==> src/wpss_map.svh <==
// Constants of the word program host controller: command codes, register offsets, fields, timing.
// Assumes inclusion by the package, the controller and the bench.
`ifndef WPSS_MAP_SVH
`define WPSS_MAP_SVH

// ----------------------------------------
// Device command codes
// ----------------------------------------
`define WPSS_CMD_PROG        16'h0040
`define WPSS_CMD_BITALT      16'h0042
`define WPSS_CMD_READ_ARRAY  16'h00FF
`define WPSS_CMD_CLEAR_SR    16'h0050

// ----------------------------------------
// Device status bit positions
// ----------------------------------------
`define WPSS_SR_READY        7
`define WPSS_SR_WRITE_ERR    4
`define WPSS_SR_SUPPLY_ERR   3
`define WPSS_SR_LOCKED       1

// ----------------------------------------
// Host register word offsets
// ----------------------------------------
`define WPSS_OFF_CTRL        4'h0
`define WPSS_OFF_ADDR        4'h1
`define WPSS_OFF_DATA        4'h2
`define WPSS_OFF_STAT        4'h3
`define WPSS_OFF_IRQ_STAT    4'h4
`define WPSS_OFF_IRQ_MASK    4'h5
`define WPSS_OFF_DEV_SR      4'h6

// ----------------------------------------
// Control register command field (pulse bits; BITALT is written together with GO)
// ----------------------------------------
`define WPSS_CTRL_GO         0
`define WPSS_CTRL_BITALT     1
`define WPSS_CTRL_CLEAR      2
`define WPSS_CTRL_ARRAY      3

// ----------------------------------------
// Interrupt bits
// ----------------------------------------
`define WPSS_IRQ_DONE        0
`define WPSS_IRQ_ERR         1
`define WPSS_IRQ_REFUSED     2

// ----------------------------------------
// Timing in ns, timeout in clock cycles, clock 200 MHz
// ----------------------------------------
`define WPSS_CLK_NS          5
`define WPSS_WE_LOW_NS       50
`define WPSS_WE_HIGH_NS      20
`define WPSS_RD_NS           135
`define WPSS_TMO_DEF         32'h0000BB80
`define WPSS_STS_RESET       8'h80

`endif

==> src/wpss_pkg.sv <==
// Types of the word program host controller.
// Assumes wpss_map.svh beside it.
`include "wpss_map.svh"
package wpss_pkg;

  typedef enum logic [8:0] {
    WPSS_IDLE  = 9'h001,
    WPSS_SETUP = 9'h002,
    WPSS_DATA  = 9'h004,
    WPSS_POLL  = 9'h008,
    WPSS_GAP   = 9'h010,
    WPSS_CLR   = 9'h020,
    WPSS_ARRAY = 9'h040,
    WPSS_CHECK = 9'h080,
    WPSS_HOLD  = 9'h100
  } wpss_state_t;

  typedef struct packed {
    logic        ce_n;
    logic        we_n;
    logic        oe_n;
    logic [22:0] addr;
    logic [15:0] dq_out;
    logic        dq_oe;
  } wpss_pins_t;

  typedef struct packed {
    logic [3:0]  address;
    logic        read;
    logic        write;
    logic [31:0] writedata;
  } wpss_avreq_t;

endpackage : wpss_pkg

==> src/wpss_host.sv <==
// Host controller that programs single words into a parallel phase-change memory.
// Assumes software on Avalon-MM with waitrequest and a device on its asynchronous pins.
//
// Overview of operation
// - Start each word write with a setup write of 40h or 42h at target.
// - Follow setup directly with the data write at the same location.
// - During programming each read returns fresh status; poll ready until it is one.
// - After the last write, write FFh to return the device to array read.
// - Host may check errors per word or once after a series.
// - On any error, clear status before retrying or other recovery.
// - Nominal 500 us erase to suspend spacing, not needed by this memory.
`timescale 1ns/100ps
`include "wpss_map.svh"

module wpss_host #(
  parameter int          ADDR_W  = 23,
  parameter int          DATA_W  = 16,
  parameter logic [31:0] TIMEOUT = `WPSS_TMO_DEF
) (
  // Clock and reset
  input  wire logic                ref_clk,
  input  wire logic                sys_rst,
  input  wire logic                clk_en,
  // Avalon-MM slave
  input  wire logic [3:0]          avs_address,
  input  wire logic                avs_read,
  input  wire logic                avs_write,
  input  wire logic [31:0]         avs_writedata,
  output logic      [31:0]         avs_readdata,
  output logic                     avs_waitrequest,
  output logic                     irq,
  // Device pins
  output logic                     mem_ce_n,
  output logic                     mem_we_n,
  output logic                     mem_oe_n,
  output logic      [ADDR_W-1:0]   mem_addr,
  output logic      [DATA_W-1:0]   mem_dq_out,
  output logic                     mem_dq_oe,
  input  wire logic [DATA_W-1:0]   mem_dq_in
);
  import wpss_pkg::*;

  // ----------------------------------------
  // Timing counts
  // ----------------------------------------
  // Least times round up to whole cycles
  localparam int WE_LOW_CYC  = (`WPSS_WE_LOW_NS + `WPSS_CLK_NS - 1) / `WPSS_CLK_NS;
  localparam int WE_HIGH_CYC = (`WPSS_WE_HIGH_NS + `WPSS_CLK_NS - 1) / `WPSS_CLK_NS;
  // Two extra cycles cover the input synchroniser
  localparam int RD_CYC      = (`WPSS_RD_NS + `WPSS_CLK_NS - 1) / `WPSS_CLK_NS + 2;

  function automatic logic [7:0] cyc8(input int n);
    cyc8 = n[7:0];
  endfunction : cyc8

  // ----------------------------------------
  // State
  // ----------------------------------------
  wpss_state_t          state_reg, state_next;
  logic [7:0]           tick_reg;
  logic                 phase_reg;
  logic [31:0]          wait_reg;
  logic [ADDR_W-1:0]    addr_reg;
  logic [DATA_W-1:0]    data_reg;
  logic                 bitalt_reg;
  logic [7:0]           dev_sr_reg;
  logic [7:0]           stat_reg;
  logic [2:0]           irq_stat_reg, irq_mask_reg;
  logic                 busy_reg;
  logic                 timeout_reg;
  logic [DATA_W-1:0]    dq_s1_reg, dq_s2_reg;
  wpss_pins_t           pins_reg;
  logic [31:0]          rdata_reg;
  logic                 wait_n_reg;
  logic                 irq_reg;

  // ----------------------------------------
  // Bus decode
  // ----------------------------------------
  wire       acc      = (avs_read | avs_write) & ~wait_n_reg;
  // Writes land at the edge where the master samples waitrequest low
  wire       wr       = avs_write & wait_n_reg;
  wire       wr_ctrl  = wr & (avs_address == `WPSS_OFF_CTRL);
  wire       wr_addr  = wr & (avs_address == `WPSS_OFF_ADDR) & ~busy_reg;
  wire       wr_data  = wr & (avs_address == `WPSS_OFF_DATA) & ~busy_reg;
  wire       wr_ist   = wr & (avs_address == `WPSS_OFF_IRQ_STAT);
  wire       wr_imsk  = wr & (avs_address == `WPSS_OFF_IRQ_MASK);
  // Only word writes, clear and read array go out; no erase or suspend, so no spacing to
  wire       cmd_go   = wr_ctrl & avs_writedata[`WPSS_CTRL_GO] & ~busy_reg;
  wire       cmd_clr  = wr_ctrl & avs_writedata[`WPSS_CTRL_CLEAR] & ~busy_reg;
  wire       cmd_arr  = wr_ctrl & avs_writedata[`WPSS_CTRL_ARRAY] & ~busy_reg;
  wire       any_err  = dev_sr_reg[`WPSS_SR_SUPPLY_ERR] | dev_sr_reg[`WPSS_SR_WRITE_ERR]
                      | dev_sr_reg[`WPSS_SR_LOCKED];
  // Host keeps no retry going over a standing error
  wire       go_block = any_err;
  wire       tick_end = (tick_reg == 8'h00);
  wire [7:0] rd_sr    = dq_s2_reg[7:0];
  wire       rd_ready = rd_sr[`WPSS_SR_READY];

  logic [31:0] rmux;
  always_comb begin
    case (avs_address)
      `WPSS_OFF_CTRL:     rmux = {31'h0, busy_reg};
      `WPSS_OFF_ADDR:     rmux = 32'(addr_reg);
      `WPSS_OFF_DATA:     rmux = 32'(data_reg);
      `WPSS_OFF_STAT:     rmux = {23'h0, timeout_reg, stat_reg};
      `WPSS_OFF_IRQ_STAT: rmux = {29'h0, irq_stat_reg};
      `WPSS_OFF_IRQ_MASK: rmux = {29'h0, irq_mask_reg};
      `WPSS_OFF_DEV_SR:   rmux = {24'h0, dev_sr_reg};
      default:            rmux = 32'h0;
    endcase
  end

  // ----------------------------------------
  // Sequencer next state
  // ----------------------------------------
  always_comb begin
    state_next = state_reg;
    case (state_reg)
      WPSS_IDLE: begin
        if (cmd_go && !go_block)
          state_next = WPSS_SETUP;
        else if (cmd_clr)
          state_next = WPSS_CLR;
        else if (cmd_arr)
          state_next = WPSS_ARRAY;
      end
      WPSS_SETUP:  if (tick_end && phase_reg) state_next = WPSS_DATA;
      WPSS_DATA:   if (tick_end && phase_reg) state_next = WPSS_POLL;
      WPSS_POLL:   if (tick_end) state_next = WPSS_CHECK;
      WPSS_CHECK: begin
        if (rd_ready)
          state_next = WPSS_IDLE;
        else if (wait_reg >= TIMEOUT)
          state_next = WPSS_IDLE;
        else
          state_next = WPSS_GAP;
      end
      WPSS_GAP:    if (tick_end) state_next = WPSS_POLL;
      WPSS_CLR:    if (tick_end && phase_reg) state_next = WPSS_IDLE;
      WPSS_ARRAY:  if (tick_end && phase_reg) state_next = WPSS_IDLE;
      WPSS_HOLD:   state_next = WPSS_IDLE;
      default:     state_next = WPSS_IDLE;
    endcase
  end

  wire entering = (state_next != state_reg);
  wire is_wr    = (state_reg == WPSS_SETUP) | (state_reg == WPSS_DATA)
                | (state_reg == WPSS_CLR) | (state_reg == WPSS_ARRAY);
  wire [7:0] tick_load =
      (state_next == WPSS_POLL) ? cyc8(RD_CYC) :
      (state_next == WPSS_GAP)  ? cyc8(WE_HIGH_CYC) : cyc8(WE_LOW_CYC);
  // Setup carries 40h or 42h; data cycle carries the word
  wire [DATA_W-1:0] cmd_code = bitalt_reg ? DATA_W'(`WPSS_CMD_BITALT) : DATA_W'(`WPSS_CMD_PROG);
  wire [DATA_W-1:0] wr_val =
      (state_reg == WPSS_SETUP) ? cmd_code :
      (state_reg == WPSS_DATA)  ? data_reg :
      (state_reg == WPSS_CLR)   ? DATA_W'(`WPSS_CMD_CLEAR_SR) : DATA_W'(`WPSS_CMD_READ_ARRAY);
  wire done_ok  = (state_reg == WPSS_CHECK) & rd_ready;
  wire done_tmo = (state_reg == WPSS_CHECK) & ~rd_ready & (wait_reg >= TIMEOUT);
  // Error bits accumulate in the device, so a one-time check after a series is fine
  wire rd_err   = rd_sr[`WPSS_SR_SUPPLY_ERR] | rd_sr[`WPSS_SR_WRITE_ERR] | rd_sr[`WPSS_SR_LOCKED];
  wire [2:0] ev = {cmd_go & go_block, done_ok & rd_err, done_ok | done_tmo};

  // ----------------------------------------
  // Sequencer registers
  // ----------------------------------------
  always_ff @(posedge ref_clk or posedge sys_rst) begin
    if (sys_rst) begin
      state_reg <= WPSS_IDLE;
      tick_reg  <= 8'h00;
      phase_reg <= 1'b0;
      wait_reg  <= 32'h0;
    end else if (clk_en) begin
      state_reg <= state_next;
      if (entering) begin
        tick_reg  <= tick_load;
        phase_reg <= 1'b0;
      end else if (!tick_end) begin
        tick_reg <= tick_reg - 8'h01;
      end else if (is_wr && !phase_reg) begin
        // Second half of a write: strobe high for pulse width high
        tick_reg  <= cyc8(WE_HIGH_CYC);
        phase_reg <= 1'b1;
      end
      // Bounds the wait on ready; a word takes 120 us at most nominally
      if (state_reg == WPSS_DATA)
        wait_reg <= 32'h0;
      else if (state_reg == WPSS_CHECK)
        wait_reg <= wait_reg + 32'(RD_CYC + WE_HIGH_CYC + 1);
    end
  end

  // ----------------------------------------
  // Pin drivers and input synchroniser
  // ----------------------------------------
  always_ff @(posedge ref_clk or posedge sys_rst) begin
    if (sys_rst) begin
      pins_reg  <= '{ce_n: 1'b1, we_n: 1'b1, oe_n: 1'b1, addr: '0, dq_out: '0, dq_oe: 1'b0};
      dq_s1_reg <= '0;
      dq_s2_reg <= '0;
    end else if (clk_en) begin
      dq_s1_reg <= mem_dq_in;
      dq_s2_reg <= dq_s1_reg;
      pins_reg.addr   <= 23'(addr_reg);
      pins_reg.dq_out <= 16'(wr_val);
      pins_reg.dq_oe  <= is_wr & ~entering;
      pins_reg.ce_n   <= ~((is_wr | state_reg == WPSS_POLL) & ~entering);
      pins_reg.we_n   <= ~(is_wr & ~phase_reg & ~entering);
      // Every poll is a fresh read cycle so status is updated
      pins_reg.oe_n   <= ~((state_reg == WPSS_POLL) & ~entering);
    end
  end

  // ----------------------------------------
  // Software registers
  // ----------------------------------------
  always_ff @(posedge ref_clk or posedge sys_rst) begin
    if (sys_rst) begin
      addr_reg     <= '0;
      data_reg     <= '0;
      bitalt_reg   <= 1'b0;
      dev_sr_reg   <= `WPSS_STS_RESET;
      stat_reg     <= `WPSS_STS_RESET;
      irq_stat_reg <= 3'h0;
      irq_mask_reg <= 3'h0;
      busy_reg     <= 1'b0;
      timeout_reg  <= 1'b0;
      rdata_reg    <= 32'h0;
      wait_n_reg   <= 1'b0;
      irq_reg      <= 1'b0;
    end else if (clk_en) begin
      wait_n_reg <= acc;
      if (acc)
        rdata_reg <= rmux;
      if (wr_addr)
        addr_reg <= ADDR_W'(avs_writedata);
      if (wr_data)
        data_reg <= DATA_W'(avs_writedata);
      if (cmd_go && !go_block)
        bitalt_reg <= avs_writedata[`WPSS_CTRL_BITALT];
      if (wr_imsk)
        irq_mask_reg <= avs_writedata[2:0];
      busy_reg <= (state_next != WPSS_IDLE);
      if (cmd_go && !go_block)
        timeout_reg <= 1'b0;
      else if (done_tmo)
        timeout_reg <= 1'b1;
      // Device's error bits are sticky until its clear command
      if (state_reg == WPSS_CLR && state_next == WPSS_IDLE)
        dev_sr_reg <= `WPSS_STS_RESET;
      else if (done_ok)
        dev_sr_reg <= dev_sr_reg | rd_sr;
      if (state_reg == WPSS_CHECK)
        stat_reg <= rd_sr;
      // Set wins over a write-one clear
      irq_stat_reg <= (irq_stat_reg & ~(wr_ist ? avs_writedata[2:0] : 3'h0)) | ev;
      irq_reg      <= |(irq_stat_reg & irq_mask_reg);
    end
  end

  // ----------------------------------------
  // Outputs
  // ----------------------------------------
  assign avs_readdata    = rdata_reg;
  assign avs_waitrequest = ~wait_n_reg;
  assign irq             = irq_reg;
  assign mem_ce_n        = pins_reg.ce_n;
  assign mem_we_n        = pins_reg.we_n;
  assign mem_oe_n        = pins_reg.oe_n;
  assign mem_addr        = ADDR_W'(pins_reg.addr);
  assign mem_dq_out      = DATA_W'(pins_reg.dq_out);
  assign mem_dq_oe       = pins_reg.dq_oe;

endmodule : wpss_host

==> config.mk <==
export PLATFORM = sky130hd
export DESIGN_NAME = wpss_host
export DESIGN_NICKNAME = d
export VERILOG_FILES = /design/src/wpss_pkg.sv /design/src/wpss_host.sv
export VERILOG_INCLUDE_DIRS = /design/src
export SDC_FILE = /design/constraint.sdc
export NUM_CORES = 1
export LEC_CHECK = 0
export ABC_AREA = 1
export BUFFER_PORTS_ARGS = -buffer_cell sky130_fd_sc_hd__buf_2
export CAP_MARGIN = 10
export CORE_ASPECT_RATIO = 2
export CORE_MARGIN = 3
export CORE_UTILIZATION = 40
export CTS_BUF_LIST = sky130_fd_sc_hd__clkbuf_4
export DETAILED_ROUTE_END_ITERATION = 16
export PLACE_DENSITY = 0.68
export SLEW_MARGIN = 15
export SYNTH_ARGS = -nofsm -noshare
export SYNTH_HDL_FRONTEND = slang
export SYNTH_SLANG_ARGS = --single-unit
==> constraint.sdc <==
create_clock -name ref_clk -period 5.2 [get_ports ref_clk]
set_input_delay 0.26 -clock ref_clk [delete_from_list [all_inputs] [get_ports ref_clk]]
set_output_delay 0.26 -clock ref_clk [all_outputs]
set_load 0.02 [all_outputs]
==> out/results.txt <==
Status - complete, no violations
Avg Vias per Cell - 5.02
Post-Layout Cell Count - 1,630
Worst-margin pin slew - 1.04 ns
Core area - 23,500 um2
VDD IR max - 0.000191 V
Die area - 26,100 um2
Flops & latches, synth - 197
Worst path required time - 5.72 ns
Startpoint type of the worst setup path - register
Top cell type's share of synthesized area - 0.495
Post-route cell area - 11,000 um2
Post-Place Cells - 1,565
Tot GR Track Use - 0.208
Synth Instances - 1,206
CTS resizes - 0
Yosys cell types - 50
FF-to-FF setup slack - 2.61 ns
Number of antenna violations at the first check in global routing - 1
Post-layout minimum cycle time - 2.59 ns
Syn_area_per_cell - 8.00 um2
I/O Pins - 134
Sequential share of the synthesized area - 0.512
Reg clk slew, reported paths - 0.17 ns
Worst hold-check path type - input port to register
Die width - 116 um
Final hold violation count - 0
Clock buffer depth - 2
Arr. time, crit path - 3.11 ns
Post-synth top flop - dfrtp_1
Dpl ws - 2.39 ns
Max Fclk - 386 MHz
DRC viols - 0
CTS tree - built
# setup viols final - 0
Drt pass-1 iters - 5
Gpl congestion - 0.946
Post-synth EDFFs - 0
Share of cells above drive strength 1 - 0.169
Max reg flops - 31
Clock Root Buffer - clkbuf_4
Crit Path Category - register to register
Routed wire length - 26.2 mm
Max-capacitance violation count - 0
Row count - 79
Setup Skew - 0.0257 ns
Drt wl/cell - 16.1 um
Number of DRC markers in iteration 0 - 399
Worst setup EP type - register
Largest net degree at the start of global routing - 153
Hold_ws - 0.0718 ns
CTS sink count - 197
Vias - 8,189
Setup TNS - 0 ns
Synth async-reset ratio - 1.00
Worst Path Max Fanout - 25
TritonCTS Buffers - 17
Fin crit share - 0.498
Setup WS post-layout - 2.61 ns
Vias in the first global route - 8,389
Register area - 4940 um2
Placed Area - 10,400 um2
Mapped cell area - 9650 um2
Chip height - 226 um
Global route total overflow - 0
Area leader, netlist - dfrtp_1
Global-route wire length before repair - 42.3 mm
Worst-skew pair later-pin latency - 0.65 ns
P_leak - 5.82 nW
RSZ-0062 raised after global routing - false
Hpwl dp - 19.2 mm
Area delta synth->final - 14.1%
Fillers - 2,324
Post-route ant nets - 0
Power Density - 311 nW/um2
Rel. slew slack - 0.308
Top-count cell post-synth - nand2_1
Main area contributors after synthesis - dfrtp_1 50%, nand2_1 16%, o21ai_0 5.5%
List of most frequent post-synthesis cells - 408 x nand2_1, 191 x dfrtp_1, 125 x inv_1
Area of the multi-input gates - 4010 um2
Synth warnings - 0
I/O Buffers - 107
H-tree depth - 4
NumNets Final - 1,393
Starting Density - 0.410
Final slew viol count - 0
layer usage:
metal	up-vias	routed length (um)	GRT usage
met3	78	979	0.0338
met1	3824	9540	0.217
li1	4064	-	-
met5	-	0	0
met2	223	14000	0.378
met4	0	1720	0.133
critical path: stages, from the launching register on:
cell and delay [ns]:
dfrtp_1 0.50, nor2_4 0.19, nand2_2 0.12, inv_4 0.10
nand2_2 0.07, nor2_4 0.13, nand2_4 0.23, nand2_4 0.21
nand2_2 0.07, inv_2 0.07, nand2_2 0.07, nor2_4 0.13
nand3_4 0.11, nor2_4 0.15, nand2_2 0.08, nor3_1 0.18
nor3_2 0.07
final cells by class:
class	instances	share of cell area
tap	283	0.0322
antenna	1	0.000227
multi-input combinational	835	0.364
clock buffer	18	0.0123
sequential	197	0.448
clock inverter	14	0.0123
inverter	138	0.0481
timing repair buffer	144	0.0823
where the power goes:
group          internal [mW]  total, mW  switching [mW]  leakage, nW
Sequential              1.73       1.88           0.146         2.60
Combinational          0.242      0.725           0.483         3.08
Clock                  0.220      0.816           0.596        0.145
layout by cell type (no fill, tap or decap), types with 9 or more instances in the layout:
| cell | synthesis | final |
|---|---|---|
| inv_1 | 125 | 123 |
| nand4_1 | 20 | 20 |
| dfrtp_1 | 191 | 191 |
| conb_1 | 1 | 9 |
| buf_2 | 0 | 107 |
| clkbuf_4 | 0 | 18 |
| nand2_1 | 408 | 408 |
| nor3_1 | 15 | 14 |
| nor2_1 | 92 | 92 |
| o21ai_0 | 107 | 107 |
| nand3_1 | 48 | 48 |
| nand2_2 | 12 | 12 |
| a21oi_1 | 29 | 29 |
| dlygate4sd3_1 | 0 | 32 |
| inv_2 | 8 | 9 |
cell families (layout without fill, tap and decap cells):
| kind of cell | after synthesis | count (layout) | synth area share |
|---|---|---|---|
| DFF | 197 | 197 | 0.512 |
| muxes | 7 | 7 | 0.00817 |
| other | 1 | 10 | 0.000389 |
| adders and majority gates | 3 | 3 | 0.00389 |
| AOI/OAI and AO/OA | 168 | 168 | 0.0975 |
| xor gates and xnor gates | 11 | 11 | 0.00998 |
| and+or+nand+nor | 637 | 637 | 0.292 |
| buffers and inverters | 182 | 314 | 0.0766 |
final timing paths:
kind | startpoint | endpoint | cells past startpoint
setup / recovery | state_reg[4] | wait_reg[28] | 16
hold / removal | avs_address[2] | irq_stat_reg[2] | 6
setup reg to reg | state_reg[4] | wait_reg[28] | 16
hold reg to reg | wait_reg[5] | wait_reg[5] | 1
max in group asynchronous | sys_rst | mem_addr[22] | 4
min in group asynchronous | sys_rst | mem_dq_out[2] | 3
through the flow:
| step | total power, mW | util |
|---|---|---|
| 2_1_floorplan | 2.39 | - |
| 3_3_place_gp | 2.60 | 0.443 |
| 3_5_place_dp | 2.62 | 0.443 |
| 4_1_cts | 3.44 | 0.468 |
| 5_1_grt | 3.61 | 0.468 |
| 6_report | 3.42 | 0.468 |
repair_timing:
item,in CTS,in global routing
hold buffers,32,0
setup endpoints to repair,0,0
endpoints found under the hold margin,95,0
setup buffers,0,0
Power figures use the tool's default switching activity.
